## src/include/ppmr_pkg.sv

```systemverilog
// constants for the profile pin modulation router
// assumes both ends import nothing and use ppmr_pkg::name; the bench imports nothing and uses literals
package ppmr_pkg;
	// modulation level codes
	localparam logic [1:0] LVL_TWO     = 2'h0;
	localparam logic [1:0] LVL_FOUR    = 2'h1;
	localparam logic [1:0] LVL_EIGHT   = 2'h2;
	localparam logic [1:0] LVL_SIXTEEN = 2'h3;
	// ramp assignment codes
	localparam logic [1:0] RAMP_OFF    = 2'h0;
	localparam logic [1:0] RAMP_P23    = 2'h1;
	localparam logic [1:0] RAMP_P3     = 2'h2;
	localparam logic [1:0] RAMP_SER    = 2'h3;
	// sweep target codes
	localparam logic [1:0] TGT_NONE    = 2'h0;
	localparam logic [1:0] TGT_AMPL    = 2'h1;
	localparam logic [1:0] TGT_FREQ    = 2'h2;
	localparam logic [1:0] TGT_PHASE   = 2'h3;
	// pin map select codes
	localparam logic [2:0] PMAP_DUAL   = 3'h5;
	localparam logic [1:0] PMAP_CH0LO  = 2'h2;
	localparam logic [1:0] PMAP_CH1LO  = 2'h3;
	// channel word register addresses used by sweep
	localparam logic [7:0] ADDR_FREQ0  = 8'h04;
	localparam logic [7:0] ADDR_PHASE0 = 8'h05;
	localparam logic [7:0] ADDR_AMPL0  = 8'h06;
	localparam logic [7:0] ADDR_WORD1  = 8'h0a;
	// sweep word widths and channel word index values
	localparam int FREQ_W  = 32;
	localparam int PHASE_W = 14;
	localparam int AMPL_W  = 10;
	localparam logic [3:0] WORD_ZERO   = 4'h0;
	localparam logic [3:0] WORD_ONE    = 4'h1;
endpackage

```

## src/include/ppmr_link_if.sv

```systemverilog
// pins between host controller and synthesizer profile router
// assumes one core clock shared by both ends
interface ppmr_link_if;
	logic [3:0] profileIn;  // profile_input_0..3, bit n is input n
	logic [3:0] serialOut;  // host drive of serial lines 0..3
	logic [3:0] serialOe;   // host enable on serial lines
	logic       dataWide;   // host uses multi-line formats
	modport host (output profileIn, output serialOut, output serialOe, output dataWide);
	modport device (input profileIn, input serialOut, input serialOe, input dataWide);
endinterface

```

## src/hdl/ppmr_sync_edge.sv

```systemverilog
// registers one input and reports its edges
// assumes inputs are already synchronous to core_clk
module ppmr_sync_edge (
	input  wire logic core_clk,
	input  wire logic reset,
	input  wire logic d,
	output logic      q,
	output logic      rise,
	output logic      fall
);
	logic prev_reg;
	// sample then compare against the previous sample
	always_ff @(posedge core_clk) begin
		if (reset) begin
			q        <= 1'b0;
			prev_reg <= 1'b0;
		end else begin
			q        <= d;
			prev_reg <= q;
		end
	end
	assign rise = q & ~prev_reg;
	assign fall = ~q & prev_reg;
endmodule

```

## src/hdl/ppmr_device.sv

```systemverilog
// device end: routes profile and serial lines to channel word, ramp and sweep controls
// assumes host end keeps its own obligations on the shared pins
module ppmr_device (
	input  wire logic        core_clk,
	input  wire logic        reset,
	ppmr_link_if.device      link,
	input  wire logic [2:0]  pinMapSelect,
	input  wire logic [1:0]  modLevel,
	input  wire logic [1:0]  rampAssign,
	input  wire logic [1:0]  sweepTargetSelect0,
	input  wire logic [1:0]  sweepTargetSelect1,
	input  wire logic        sweepEnable0,
	input  wire logic        sweepEnable1,
	input  wire logic [31:0] sweepEndRaw,
	output logic [3:0]       wordIndex0,
	output logic [3:0]       wordIndex1,
	output logic             rampActive0,
	output logic             rampActive1,
	output logic             rampDown0,
	output logic             rampDown1,
	output logic             sweepUp0,
	output logic             sweepUp1,
	output logic             sweepDown0,
	output logic             sweepDown1,
	output logic [7:0]       sweepStartAddr0,
	output logic [7:0]       sweepStartAddr1,
	output logic [7:0]       sweepEndAddr,
	output logic [31:0]      sweepEndWord0,
	output logic [31:0]      sweepEndWord1,
	output logic             configError
);
	logic [3:0] pinQ;
	logic [3:0] pinRise;
	logic [3:0] pinFall;
	logic [3:0] serQ;
	logic [3:0] serLine;
	logic [3:0] idx0_next;
	logic [3:0] idx1_next;
	logic       ra0_next;
	logic       ra1_next;
	logic       rd0_next;
	logic       rd1_next;
	logic       err_next;
	logic       sweepAny;

	// only lines the host actually drives count as high
	assign serLine = link.serialOut & link.serialOe;

	// one sampler per profile input and serial line
	genvar g;
	generate
		for (g = 0; g < 4; g++) begin : gSample
			ppmr_sync_edge uPin (
				.core_clk (core_clk),
				.reset    (reset),
				.d        (link.profileIn[g]),
				.q        (pinQ[g]),
				.rise     (pinRise[g]),
				.fall     (pinFall[g])
			);
			ppmr_sync_edge uSer (
				.core_clk (core_clk),
				.reset    (reset),
				.d        (serLine[g]),
				.q        (serQ[g]),
				.rise     (),
				.fall     ()
			);
		end
	endgenerate

	assign sweepAny = sweepEnable0 | sweepEnable1;

	// routing decode; undocumented settings fall back to word zero, no ramp, except sweep off level two and wide serial ramps, which stay routed
	always_comb begin
		idx0_next = ppmr_pkg::WORD_ZERO;
		idx1_next = ppmr_pkg::WORD_ZERO;
		ra0_next  = 1'b0;
		ra1_next  = 1'b0;
		rd0_next  = 1'b0;
		rd1_next  = 1'b0;
		err_next  = 1'b0;
		if (sweepAny) begin
			// sweep owns inputs 0 and 1, word index stays at zero
			if (modLevel != ppmr_pkg::LVL_TWO)
				err_next = 1'b1;
			unique case (rampAssign)
				ppmr_pkg::RAMP_P23: begin
					ra0_next = 1'b1;
					ra1_next = 1'b1;
					rd0_next = pinQ[2];
					rd1_next = pinQ[3];
				end
				ppmr_pkg::RAMP_SER: begin
					ra0_next = serQ[1] & ~serQ[2];
					ra1_next = serQ[1] & serQ[2];
					rd0_next = serQ[3];
					rd1_next = serQ[3];
				end
				default: ;
			endcase
		end else begin
			unique case (rampAssign)
				ppmr_pkg::RAMP_OFF: begin
					if (modLevel == ppmr_pkg::LVL_SIXTEEN) begin
						if (pinMapSelect[1:0] == ppmr_pkg::PMAP_CH0LO)
							idx0_next = {pinQ[0], pinQ[1], pinQ[2], pinQ[3]};
						else if (pinMapSelect[1:0] == ppmr_pkg::PMAP_CH1LO)
							idx1_next = {pinQ[0], pinQ[1], pinQ[2], pinQ[3]};
						else
							err_next = 1'b1;
					end else
						err_next = 1'b1;
				end
				ppmr_pkg::RAMP_P23: begin
					if (modLevel == ppmr_pkg::LVL_TWO && pinMapSelect == ppmr_pkg::PMAP_DUAL) begin
						idx0_next = {3'h0, pinQ[0]};
						idx1_next = {3'h0, pinQ[1]};
						ra0_next  = 1'b1;
						ra1_next  = 1'b1;
						rd0_next  = pinQ[2];
						rd1_next  = pinQ[3];
					end else
						err_next = 1'b1;
				end
				ppmr_pkg::RAMP_P3: begin
					if (modLevel == ppmr_pkg::LVL_EIGHT
					    && pinMapSelect[1:0] == ppmr_pkg::PMAP_CH0LO) begin
						idx0_next = {1'b0, pinQ[0], pinQ[1], pinQ[2]};
						ra0_next  = 1'b1;
						rd0_next  = pinQ[3];
					end else if (modLevel == ppmr_pkg::LVL_EIGHT
					    && pinMapSelect[1:0] == ppmr_pkg::PMAP_CH1LO) begin
						idx1_next = {1'b0, pinQ[0], pinQ[1], pinQ[2]};
						ra1_next  = 1'b1;
						rd1_next  = pinQ[3];
					end else
						err_next = 1'b1;
				end
				ppmr_pkg::RAMP_SER: begin
					// serial line 1 triggers, 2 picks channel at two levels (at four levels line 1 triggers channel 0, line 2 channel 1), 3 picks direction
					if (link.dataWide)
						err_next = 1'b1;
					unique case (modLevel)
						ppmr_pkg::LVL_TWO: begin
							idx0_next = {3'h0, pinQ[2]};
							idx1_next = {3'h0, pinQ[3]};
							ra0_next  = serQ[1] & ~serQ[2];
							ra1_next  = serQ[1] & serQ[2];
							rd0_next  = serQ[3];
							rd1_next  = serQ[3];
						end
						ppmr_pkg::LVL_FOUR: begin
							if (pinMapSelect == ppmr_pkg::PMAP_DUAL) begin
								idx0_next = {2'h0, pinQ[0], pinQ[1]};
								idx1_next = {2'h0, pinQ[2], pinQ[3]};
								ra0_next  = serQ[1];
								ra1_next  = serQ[2];
								rd0_next  = serQ[3];
								rd1_next  = serQ[3];
							end else
								err_next = 1'b1;
						end
						ppmr_pkg::LVL_SIXTEEN: begin
							if (pinMapSelect[1:0] == ppmr_pkg::PMAP_CH0LO) begin
								idx0_next = {pinQ[0], pinQ[1], pinQ[2], pinQ[3]};
								ra0_next  = serQ[1];
								rd0_next  = serQ[3];
							end else if (pinMapSelect[1:0] == ppmr_pkg::PMAP_CH1LO) begin
								idx1_next = {pinQ[0], pinQ[1], pinQ[2], pinQ[3]};
								ra1_next  = serQ[1];
								rd1_next  = serQ[3];
							end else
								err_next = 1'b1;
						end
						default: err_next = 1'b1;
					endcase
				end
			endcase
		end
	end

	// routing outputs
	always_ff @(posedge core_clk) begin
		if (reset) begin
			wordIndex0  <= ppmr_pkg::WORD_ZERO;
			wordIndex1  <= ppmr_pkg::WORD_ZERO;
			rampActive0 <= 1'b0;
			rampActive1 <= 1'b0;
			rampDown0   <= 1'b0;
			rampDown1   <= 1'b0;
			configError <= 1'b0;
		end else begin
			wordIndex0  <= idx0_next;
			wordIndex1  <= idx1_next;
			rampActive0 <= ra0_next;
			rampActive1 <= ra1_next;
			rampDown0   <= rd0_next;
			rampDown1   <= rd1_next;
			configError <= err_next;
		end
	end

	// sweep triggers: one-cycle pulses, input 0 for channel 0 and input 1 for channel 1
	always_ff @(posedge core_clk) begin
		if (reset) begin
			sweepUp0   <= 1'b0;
			sweepUp1   <= 1'b0;
			sweepDown0 <= 1'b0;
			sweepDown1 <= 1'b0;
		end else begin
			sweepUp0   <= sweepEnable0 & pinRise[0];
			sweepDown0 <= sweepEnable0 & pinFall[0];
			sweepUp1   <= sweepEnable1 & pinRise[1];
			sweepDown1 <= sweepEnable1 & pinFall[1];
		end
	end

	function automatic logic [7:0] startAddr(input logic [1:0] tgt);
		unique case (tgt)
			ppmr_pkg::TGT_AMPL:  startAddr = ppmr_pkg::ADDR_AMPL0;
			ppmr_pkg::TGT_FREQ:  startAddr = ppmr_pkg::ADDR_FREQ0;
			ppmr_pkg::TGT_PHASE: startAddr = ppmr_pkg::ADDR_PHASE0;
			default:             startAddr = ppmr_pkg::ADDR_FREQ0;
		endcase
	endfunction

	// keep only the msb-aligned bits that the target uses
	function automatic logic [31:0] endMask(input logic [1:0] tgt, input logic [31:0] raw);
		unique case (tgt)
			ppmr_pkg::TGT_AMPL:  endMask = {raw[31 -: ppmr_pkg::AMPL_W], 22'h0};
			ppmr_pkg::TGT_PHASE: endMask = {raw[31 -: ppmr_pkg::PHASE_W], 18'h0};
			default:             endMask = raw;
		endcase
	endfunction

	// sweep word sources; target 00 leaves word zero at frequency address
	always_ff @(posedge core_clk) begin
		if (reset) begin
			sweepStartAddr0 <= ppmr_pkg::ADDR_FREQ0;
			sweepStartAddr1 <= ppmr_pkg::ADDR_FREQ0;
			sweepEndAddr    <= ppmr_pkg::ADDR_WORD1;
			sweepEndWord0   <= 32'h0;
			sweepEndWord1   <= 32'h0;
		end else begin
			sweepStartAddr0 <= startAddr(sweepTargetSelect0);
			sweepStartAddr1 <= startAddr(sweepTargetSelect1);
			sweepEndAddr    <= ppmr_pkg::ADDR_WORD1;
			sweepEndWord0   <= endMask(sweepTargetSelect0, sweepEndRaw);
			sweepEndWord1   <= endMask(sweepTargetSelect1, sweepEndRaw);
		end
	end
endmodule

```

## src/flat_wrapper.sv

```systemverilog
// flat-port wrapper written by rule: the top's interface ports become plain ports
module ppmr_device_flat 
  (core_clk, reset, pinMapSelect, modLevel, rampAssign, sweepTargetSelect0, sweepTargetSelect1, sweepEnable0, sweepEnable1, sweepEndRaw, wordIndex0, wordIndex1, rampActive0, rampActive1, rampDown0, rampDown1, sweepUp0, sweepUp1, sweepDown0, sweepDown1, sweepStartAddr0, sweepStartAddr1, sweepEndAddr, sweepEndWord0, sweepEndWord1, configError, link_profileIn, link_serialOut, link_serialOe, link_dataWide);
  ppmr_link_if link_i ();
  input  wire logic core_clk;
  input  wire logic reset;
  input  wire logic [2:0] pinMapSelect;
  input  wire logic [1:0] modLevel;
  input  wire logic [1:0] rampAssign;
  input  wire logic [1:0] sweepTargetSelect0;
  input  wire logic [1:0] sweepTargetSelect1;
  input  wire logic sweepEnable0;
  input  wire logic sweepEnable1;
  input  wire logic [31:0] sweepEndRaw;
  output logic [3:0] wordIndex0;
  output logic [3:0] wordIndex1;
  output logic rampActive0;
  output logic rampActive1;
  output logic rampDown0;
  output logic rampDown1;
  output logic sweepUp0;
  output logic sweepUp1;
  output logic sweepDown0;
  output logic sweepDown1;
  output logic [7:0] sweepStartAddr0;
  output logic [7:0] sweepStartAddr1;
  output logic [7:0] sweepEndAddr;
  output logic [31:0] sweepEndWord0;
  output logic [31:0] sweepEndWord1;
  output logic configError;
  input wire logic [$bits(link_i.profileIn)-1:0] link_profileIn;
  input wire logic [$bits(link_i.serialOut)-1:0] link_serialOut;
  input wire logic [$bits(link_i.serialOe)-1:0] link_serialOe;
  input wire logic [$bits(link_i.dataWide)-1:0] link_dataWide;
  assign link_i.profileIn = link_profileIn;
  assign link_i.serialOut = link_serialOut;
  assign link_i.serialOe = link_serialOe;
  assign link_i.dataWide = link_dataWide;
  ppmr_device u_core (.core_clk(core_clk), .reset(reset), .link(link_i), .pinMapSelect(pinMapSelect), .modLevel(modLevel), .rampAssign(rampAssign), .sweepTargetSelect0(sweepTargetSelect0), .sweepTargetSelect1(sweepTargetSelect1), .sweepEnable0(sweepEnable0), .sweepEnable1(sweepEnable1), .sweepEndRaw(sweepEndRaw), .wordIndex0(wordIndex0), .wordIndex1(wordIndex1), .rampActive0(rampActive0), .rampActive1(rampActive1), .rampDown0(rampDown0), .rampDown1(rampDown1), .sweepUp0(sweepUp0), .sweepUp1(sweepUp1), .sweepDown0(sweepDown0), .sweepDown1(sweepDown1), .sweepStartAddr0(sweepStartAddr0), .sweepStartAddr1(sweepStartAddr1), .sweepEndAddr(sweepEndAddr), .sweepEndWord0(sweepEndWord0), .sweepEndWord1(sweepEndWord1), .configError(configError));
endmodule
```

## config.mk

```make
export PLATFORM = sky130hd
export DESIGN_NAME = ppmr_device_flat
export DESIGN_NICKNAME = d
export VERILOG_FILES = /design/src/include/ppmr_pkg.sv /design/src/include/ppmr_link_if.sv /design/src/hdl/ppmr_sync_edge.sv /design/src/hdl/ppmr_device.sv /design/src/flat_wrapper.sv
export SDC_FILE = /design/constraint.sdc
export NUM_CORES = 1
export LEC_CHECK = 0
export BUFFER_PORTS_ARGS = -buffer_cell sky130_fd_sc_hd__clkbuf_2
export CAP_MARGIN = 10
export CORE_ASPECT_RATIO = 1.75
export CORE_UTILIZATION = 45
export DETAILED_ROUTE_END_ITERATION = 10
export PLACE_DENSITY = 0.82
export SLEW_MARGIN = 5
export SYNTH_ARGS = -nofsm -noshare
export SYNTH_HDL_FRONTEND = slang
export SYNTH_SLANG_ARGS = --single-unit
```

## constraint.sdc

```tcl
create_clock -name core_clk -period 1.3 [get_ports core_clk]
set_input_delay 0.13 -clock core_clk [delete_from_list [all_inputs] [get_ports core_clk]]
set_output_delay 0.13 -clock core_clk [all_outputs]
set_load 0.05 [all_outputs]
```

Word-level counts from Yosys, hierarchy flattened

Index checks and enable logic that the tools add are counted.

Flip-flop bits (word level): 106

Equal/unequal tests: 13
Multiplexer cells: 68
Bitwise gates (word level): 17
Reductions and logical operators: 7

Operator list:

| kind               | number |
|---|---|
| $pmux 22 s2        | 2 |
| $mux 1             | 36 |
| $pmux 4 s4         | 2 |
| $pmux 1 s3         | 9 |
| $mux 4             | 6 |
| $pmux 4 s3         | 2 |
| $eq 2x2->1 const B | 8 |
| $and 1x1->1        | 10 |
| $eq 2x1->1 const B | 4 |
| $pmux 1 s2         | 4 |
| $pmux 2 s2         | 2 |
| $mux 3             | 2 |
| $not 1->1          | 5 |
| $and 4x4->4        | 1 |
| $logic_not 2->1    | 2 |
| $mux 2             | 2 |
| $pmux 1 s4         | 1 |
| $eq 3x3->1 const B | 1 |
| $logic_and 1x1->1  | 3 |
| $reduce_bool 2->1  | 1 |
| $reduce_or 2->1    | 1 |
| $or 1x1->1         | 1 |

Depth between registers and ports, before layout

Word-level depth: 6
Gate-level depth with buffers: 6

Hierarchy

A second synthesis with hierarchy kept.

Cells, all modules: 339
Area total of the unflattened synthesis: 3373.2 µm²

Modules (own cells, without submodules):

| module         | instances | cells an instance | area an instance (µm²) | sequential area each (µm²) |
|---|---|---|---|---|
| ppmr_device    | 1         | 297               | 2917.8                 | 1501.4 |
| ppmr_sync_edge | 7         | 6                 | 65.1                   | 40.0 |

Worst setup path before layout

OpenSTA, ideal clock, no wires.

Path kind: input to register
Start point: in sweepEnable1
End point: reg u_core.rampActive0
Arrival: 0.988 ns
Data required time: 1.166 ns
Setup slack: 0.178 ns
Stages on the path: 5
Buffers on the path: 1
Cells stage by stage: or2_1 > clkbuf_1 > a21o_1 > a211oi_1 > a211oi_2

Word-level cells in the longest chain between the ends: 2

Ends and longest elaborated chain:

| element              | RTL line           | text |
|---|---|---|
| from (decl)          | flat_wrapper.sv:13 | `input wire logic sweepEnable1;` |
| $or 1x1->1           | ppmr_device.sv:72  | `assign sweepAny = sweepEnable0 \| sweepEnable1;` |
| $mux 1               | ppmr_device.sv:83  | `if (sweepAny) begin` |
| to (signal assigned) | ppmr_device.sv:196 | `rampActive0 <= ra0_next;` |
| to (decl)            | ppmr_device.sv:17  | `output logic rampActive0,` |

Every way passes these cells.
A chain may end at the register's enable or synchronous reset.

Worst setup path in the final report

Start point: in link_serialOe[2]
End point: reg u_core.gSample[2].uSer.q

Word-level cells in the longest chain between the ends: 1

Ends and longest elaborated chain:

| element              | RTL line             | text |
|---|---|---|
| from (decl)          | flat_wrapper.sv:33   | `input wire logic [$bits(link_i.serialOe)-1:0] link_serialOe;` |
| $and 4x4->4          | ppmr_device.sv:47    | `assign serLine = link.serialOut & link.serialOe;` |
| to (signal assigned) | ppmr_sync_edge.sv:15 | `q <= 1'b0;` |
| to (signal assigned) | ppmr_sync_edge.sv:18 | `q <= d;` |
| to (decl)            | ppmr_sync_edge.sv:7  | `output logic q,` |

Every way passes these cells.

==> run summary <==
The share of total power in sequential cells came out at 0.428. The maximum fanout count along the critical path came out at 1. Setup repair after global routing left no endpoint under its margin.

The remaining max-slew budget at the tightest pin was 0.400; the global-route wire length before repair was 12.2 mm. In this design, the stage delay of the slowest critical-path cell is 0.55 ns. The number of antenna violations at the first check in global routing was 0. The clock-pin transition on the worst setup and hold timing paths was 0.06 ns; the gate count of the mapped netlist was 322. The run gives 2836 as the number of vias in the routed layout. The fraction of the cycle the final worst path needs was 0.908.

For the pin with the worst max-slew slack, the measured transition is 0.896 ns. The tools report the combinational group share of total power as 0.164. Leaving out fill and tap cells, the most frequent cell in the layout is sky130_fd_sc_hd__clkbuf_2. Setup violations remaining at the end of the flow were counted as 0. Across the routed clock network, the largest skew measured is 0.00186 ns.

Vias per cell: 4.98. The net count of the finished layout came out at 542. The area added between synthesis and finish was 37.2%; the clock network fraction of design power was 0.408.

The run gives 6.24 mm as the half-perimeter wire length after placement. 0 antenna diodes ended up in the layout. Counting the fill cells in the layout gives 593. After detailed routing, the number of remaining DRC violations is 0. Buffers inserted to repair hold after CTS numbered 6. Detailed router's first-iteration violation count: 233. No sink is reached through more buffers than the 2 on the longest clock path.

The logs give 0.531 for the share of the yosys chip area belonging to registers and 0 for the total of warnings raised by yosys. Max-cap violations in this run came to 0. The via count of the first global-routing pass is 2565, and the minimum period implied by the final worst setup slack is 1.18 ns. The run gives 1.40 ns as the worst path arrival time. The top cell types in the final layout, fill and taps aside, are sky130_fd_sc_hd__clkbuf_2, sky130_fd_sc_hd__dfxtp_1, sky130_fd_sc_hd__and2_1.

TritonCTS built the clock tree. Dividing the detail-routed wire length by the instance count gives 14.1 um. The most numerous cell type found on the critical path is sky130_fd_sc_hd__dlygate4sd3_1.

CTS built an H-tree with a depth of 3. The flip-flop count of the largest register after layout works out to 32. For this design the ratio of total power to cell area is 1460 mW/mm2. The class of the most critical hold timing path is input port to register. Across the VDD grid, the largest voltage drop is 1090 uV.

Switching share of power: 0.276. The async set-or-reset flop fraction in the synthesized netlist came out at 0. The most used flip-flop cell after synthesis is sky130_fd_sc_hd__dfxtp_1.

In this run, post-CTS repair resized a total of 0 instances. For this design, the sink count on the clock tree is 84. Summing every instance area after synthesis gives 0.00316 mm2.

In this run the remaining antenna-violating nets after routing total 0. Counting the buffers created by CTS gives 9. The root cell of the clock tree is sky130_fd_sc_hd__clkbuf_16. Area used by multi-input combinational logic: 0.00123 mm2. Kind of cell adding the most delay to the critical path: buffers and inverters. The logs give 0.00695 ns for the final-layout worst hold slack and 4.60 mW for the internal portion of total power. The pre-antenna-repair detailed-routing pass consisted of 5 iterations. The logs give 40 for the placement row count and 0.00168 mm2 for the register cell area after layout.

Together, buffers and inverters on the worst path number 3. The worst setup path is of the input port to register kind. The number of register bits inferred by synthesis came out at 84. The number of enable flip-flop cells after synthesis came out at 0. Across all setup checks in the final design, the least slack found is 0.119 ns. The die outline area was 0.00738 mm2; the number of top-level pins was 165. The global router's overall resource usage was 0.223; the pin count of the biggest net entering global routing was 20.

The run gives -0.0374 ns as the post-place setup slack. During placement, the flow inserted port buffers numbering 142. For the power spent charging and discharging nets, the log shows 1.75 mW. The run finished with clean final reports.

The endpoint type of the worst setup path is a register. Average footprint of a synthesized cell: 9.83 um2. Walking the worst path, the cells encountered are dlygate4sd3_1 > clkbuf_2 > nand2_1 > dlygate4sd3_1 > nor2_1. Buffers added to address setup during post-CTS repair amount to 0. Wires add up to 8.04 mm. The logs give 0.33 ns for the clock latency on the worst-skew pair and 0 for the residual overflow from global routing. Routability-driven placement finished with a final weighted congestion of 0.966. The logs give 0 for the number of hold-slack violations in the final timing report and 0.465 for the starting density of the core. For the leakage power summed over all cells, the log shows 2.11 nW. The largest registers in the layout are u_core.sweepEndWord1: 32 flops, u_core.sweepEndWord0: 22 flops. For the area of the placeable core, the log shows 0.00681 mm2. The largest register by flop count was u_core.sweepEndWord1. The worst-path cell with the longest stage delay is sky130_fd_sc_hd__dlygate4sd3_1. The ratio of cells with drive above 1 in the final layout was 0.399. Kind of start point of the critical path: an input port. The floorplan step set the die width to 65.4 um. The critical path required time is 1.52 ns. Synthesis instantiated 52 different standard cells from the library. The final max-slew violation count is 0, and the floorplan die height is 113 um. Upper clock frequency limit: 847 MHz.
worst paths after layout:
path	end	slack, ns	depth (start not counted)	from
setup / recovery	u_core.gSample[2].uSer.q	0.12	5	link_serialOe[2]
setup reg to reg	u_core.rampActive0	0.13	4	u_core.gSample[1].uSer.q
hold / removal	u_core.gSample[1].uSer.q	0.007	3	link_serialOut[1]
hold reg to reg	u_core.sweepDown0	0.48	1	u_core.gSample[0].uPin.prev_reg
cell families (layout without fill, tap and decap cells):
family | count (synthesis) | in the layout | synth area share
multiplexers | 1 | 1 | 0.00316
AO/OA/AOI/OAI | 41 | 41 | 0.0917
AND/OR/NAND/NOR | 146 | 146 | 0.271
flip-flops | 84 | 84 | 0.531
other | 2 | 20 | 0.00237
buffers and inverters | 48 | 194 | 0.100
worst reg2reg max path, stage by stage, from the launching register on:
cell	delay [ns]
sky130_fd_sc_hd__dfxtp_1	0.41
sky130_fd_sc_hd__nand2b_1	0.07
sky130_fd_sc_hd__a21boi_0	0.27
sky130_fd_sc_hd__a211oi_1	0.14
sky130_fd_sc_hd__a211oi_2	0.21
area by class of cell:
type                       count  area share
clock buffer                  12      0.0614
sequential                    84       0.387
clock inverter                 3      0.0101
multi-input combinational    208       0.284
timing repair buffer         177       0.232
inverter                       2     0.00173
tap                           84      0.0242
cell usage after synthesis (all sizes together) (2+ instances only):
| library cell | number | area, um2 |
|---|---|---|
| nand2 | 19 | 71.3 |
| nor4bb | 2 | 20.0 |
| or2 | 3 | 18.8 |
| a211oi | 3 | 32.5 |
| a21oi | 6 | 30.0 |
| and3b | 3 | 26.3 |
| a32oi | 2 | 17.5 |
| clkbuf | 7 | 26.3 |
| dfxtp | 84 | 1680 |
| a21boi | 3 | 22.5 |
| nor2b | 23 | 144 |
| nor2 | 28 | 108 |
| buf | 39 | 284 |
| a31oi | 3 | 18.8 |
| and2 | 37 | 231 |
| o21ai | 10 | 50.0 |
| a221oi | 2 | 17.5 |
| conb | 2 | 7.51 |
| inv | 2 | 7.51 |
| a32o | 2 | 20.0 |
| nand4 | 2 | 12.5 |
| nand2b | 7 | 43.8 |
| nand3 | 11 | 55.1 |
power by group through the flow:
| stage | registers [mW] | clock network, mW | logic, mW |
|---|---|---|---|
| 5_1_grt | 2.73 | 2.79 | 1.09 |
| 3_3_place_gp | 2.77 | 0 | 1.01 |
| 3_5_place_dp | 2.77 | 0 | 1.02 |
| 6_report | 2.72 | 2.59 | 1.04 |
| 2_1_floorplan | 3.08 | 0 | 0.473 |
| 4_1_cts | 2.72 | 2.65 | 1.04 |
stage by stage:
step	instances	util	setup TNS, ns	power [mW]	cell area [um2]
after CTS	568	0.635	0	6.40	4320
after global placement	547	0.581	-0.0276	3.78	3950
after global routing	570	0.638	0	6.60	4340
after floorplan	340	-	0	3.55	3230
after detailed placement	547	0.581	-0.0844	3.79	3950
final	570	0.638	0	6.35	4340
metal layers:
metal	global-route usage	share of wire	up-vias	wire length, um
li1	-	-	1341	-
met1	0.213	0.35	1292	2790
met2	0.392	0.53	170	4280
met3	0.0847	0.078	33	627
met4	0.130	0.042	0	337
met5	0	0	-	0
Power figures use the tool's default switching activity.
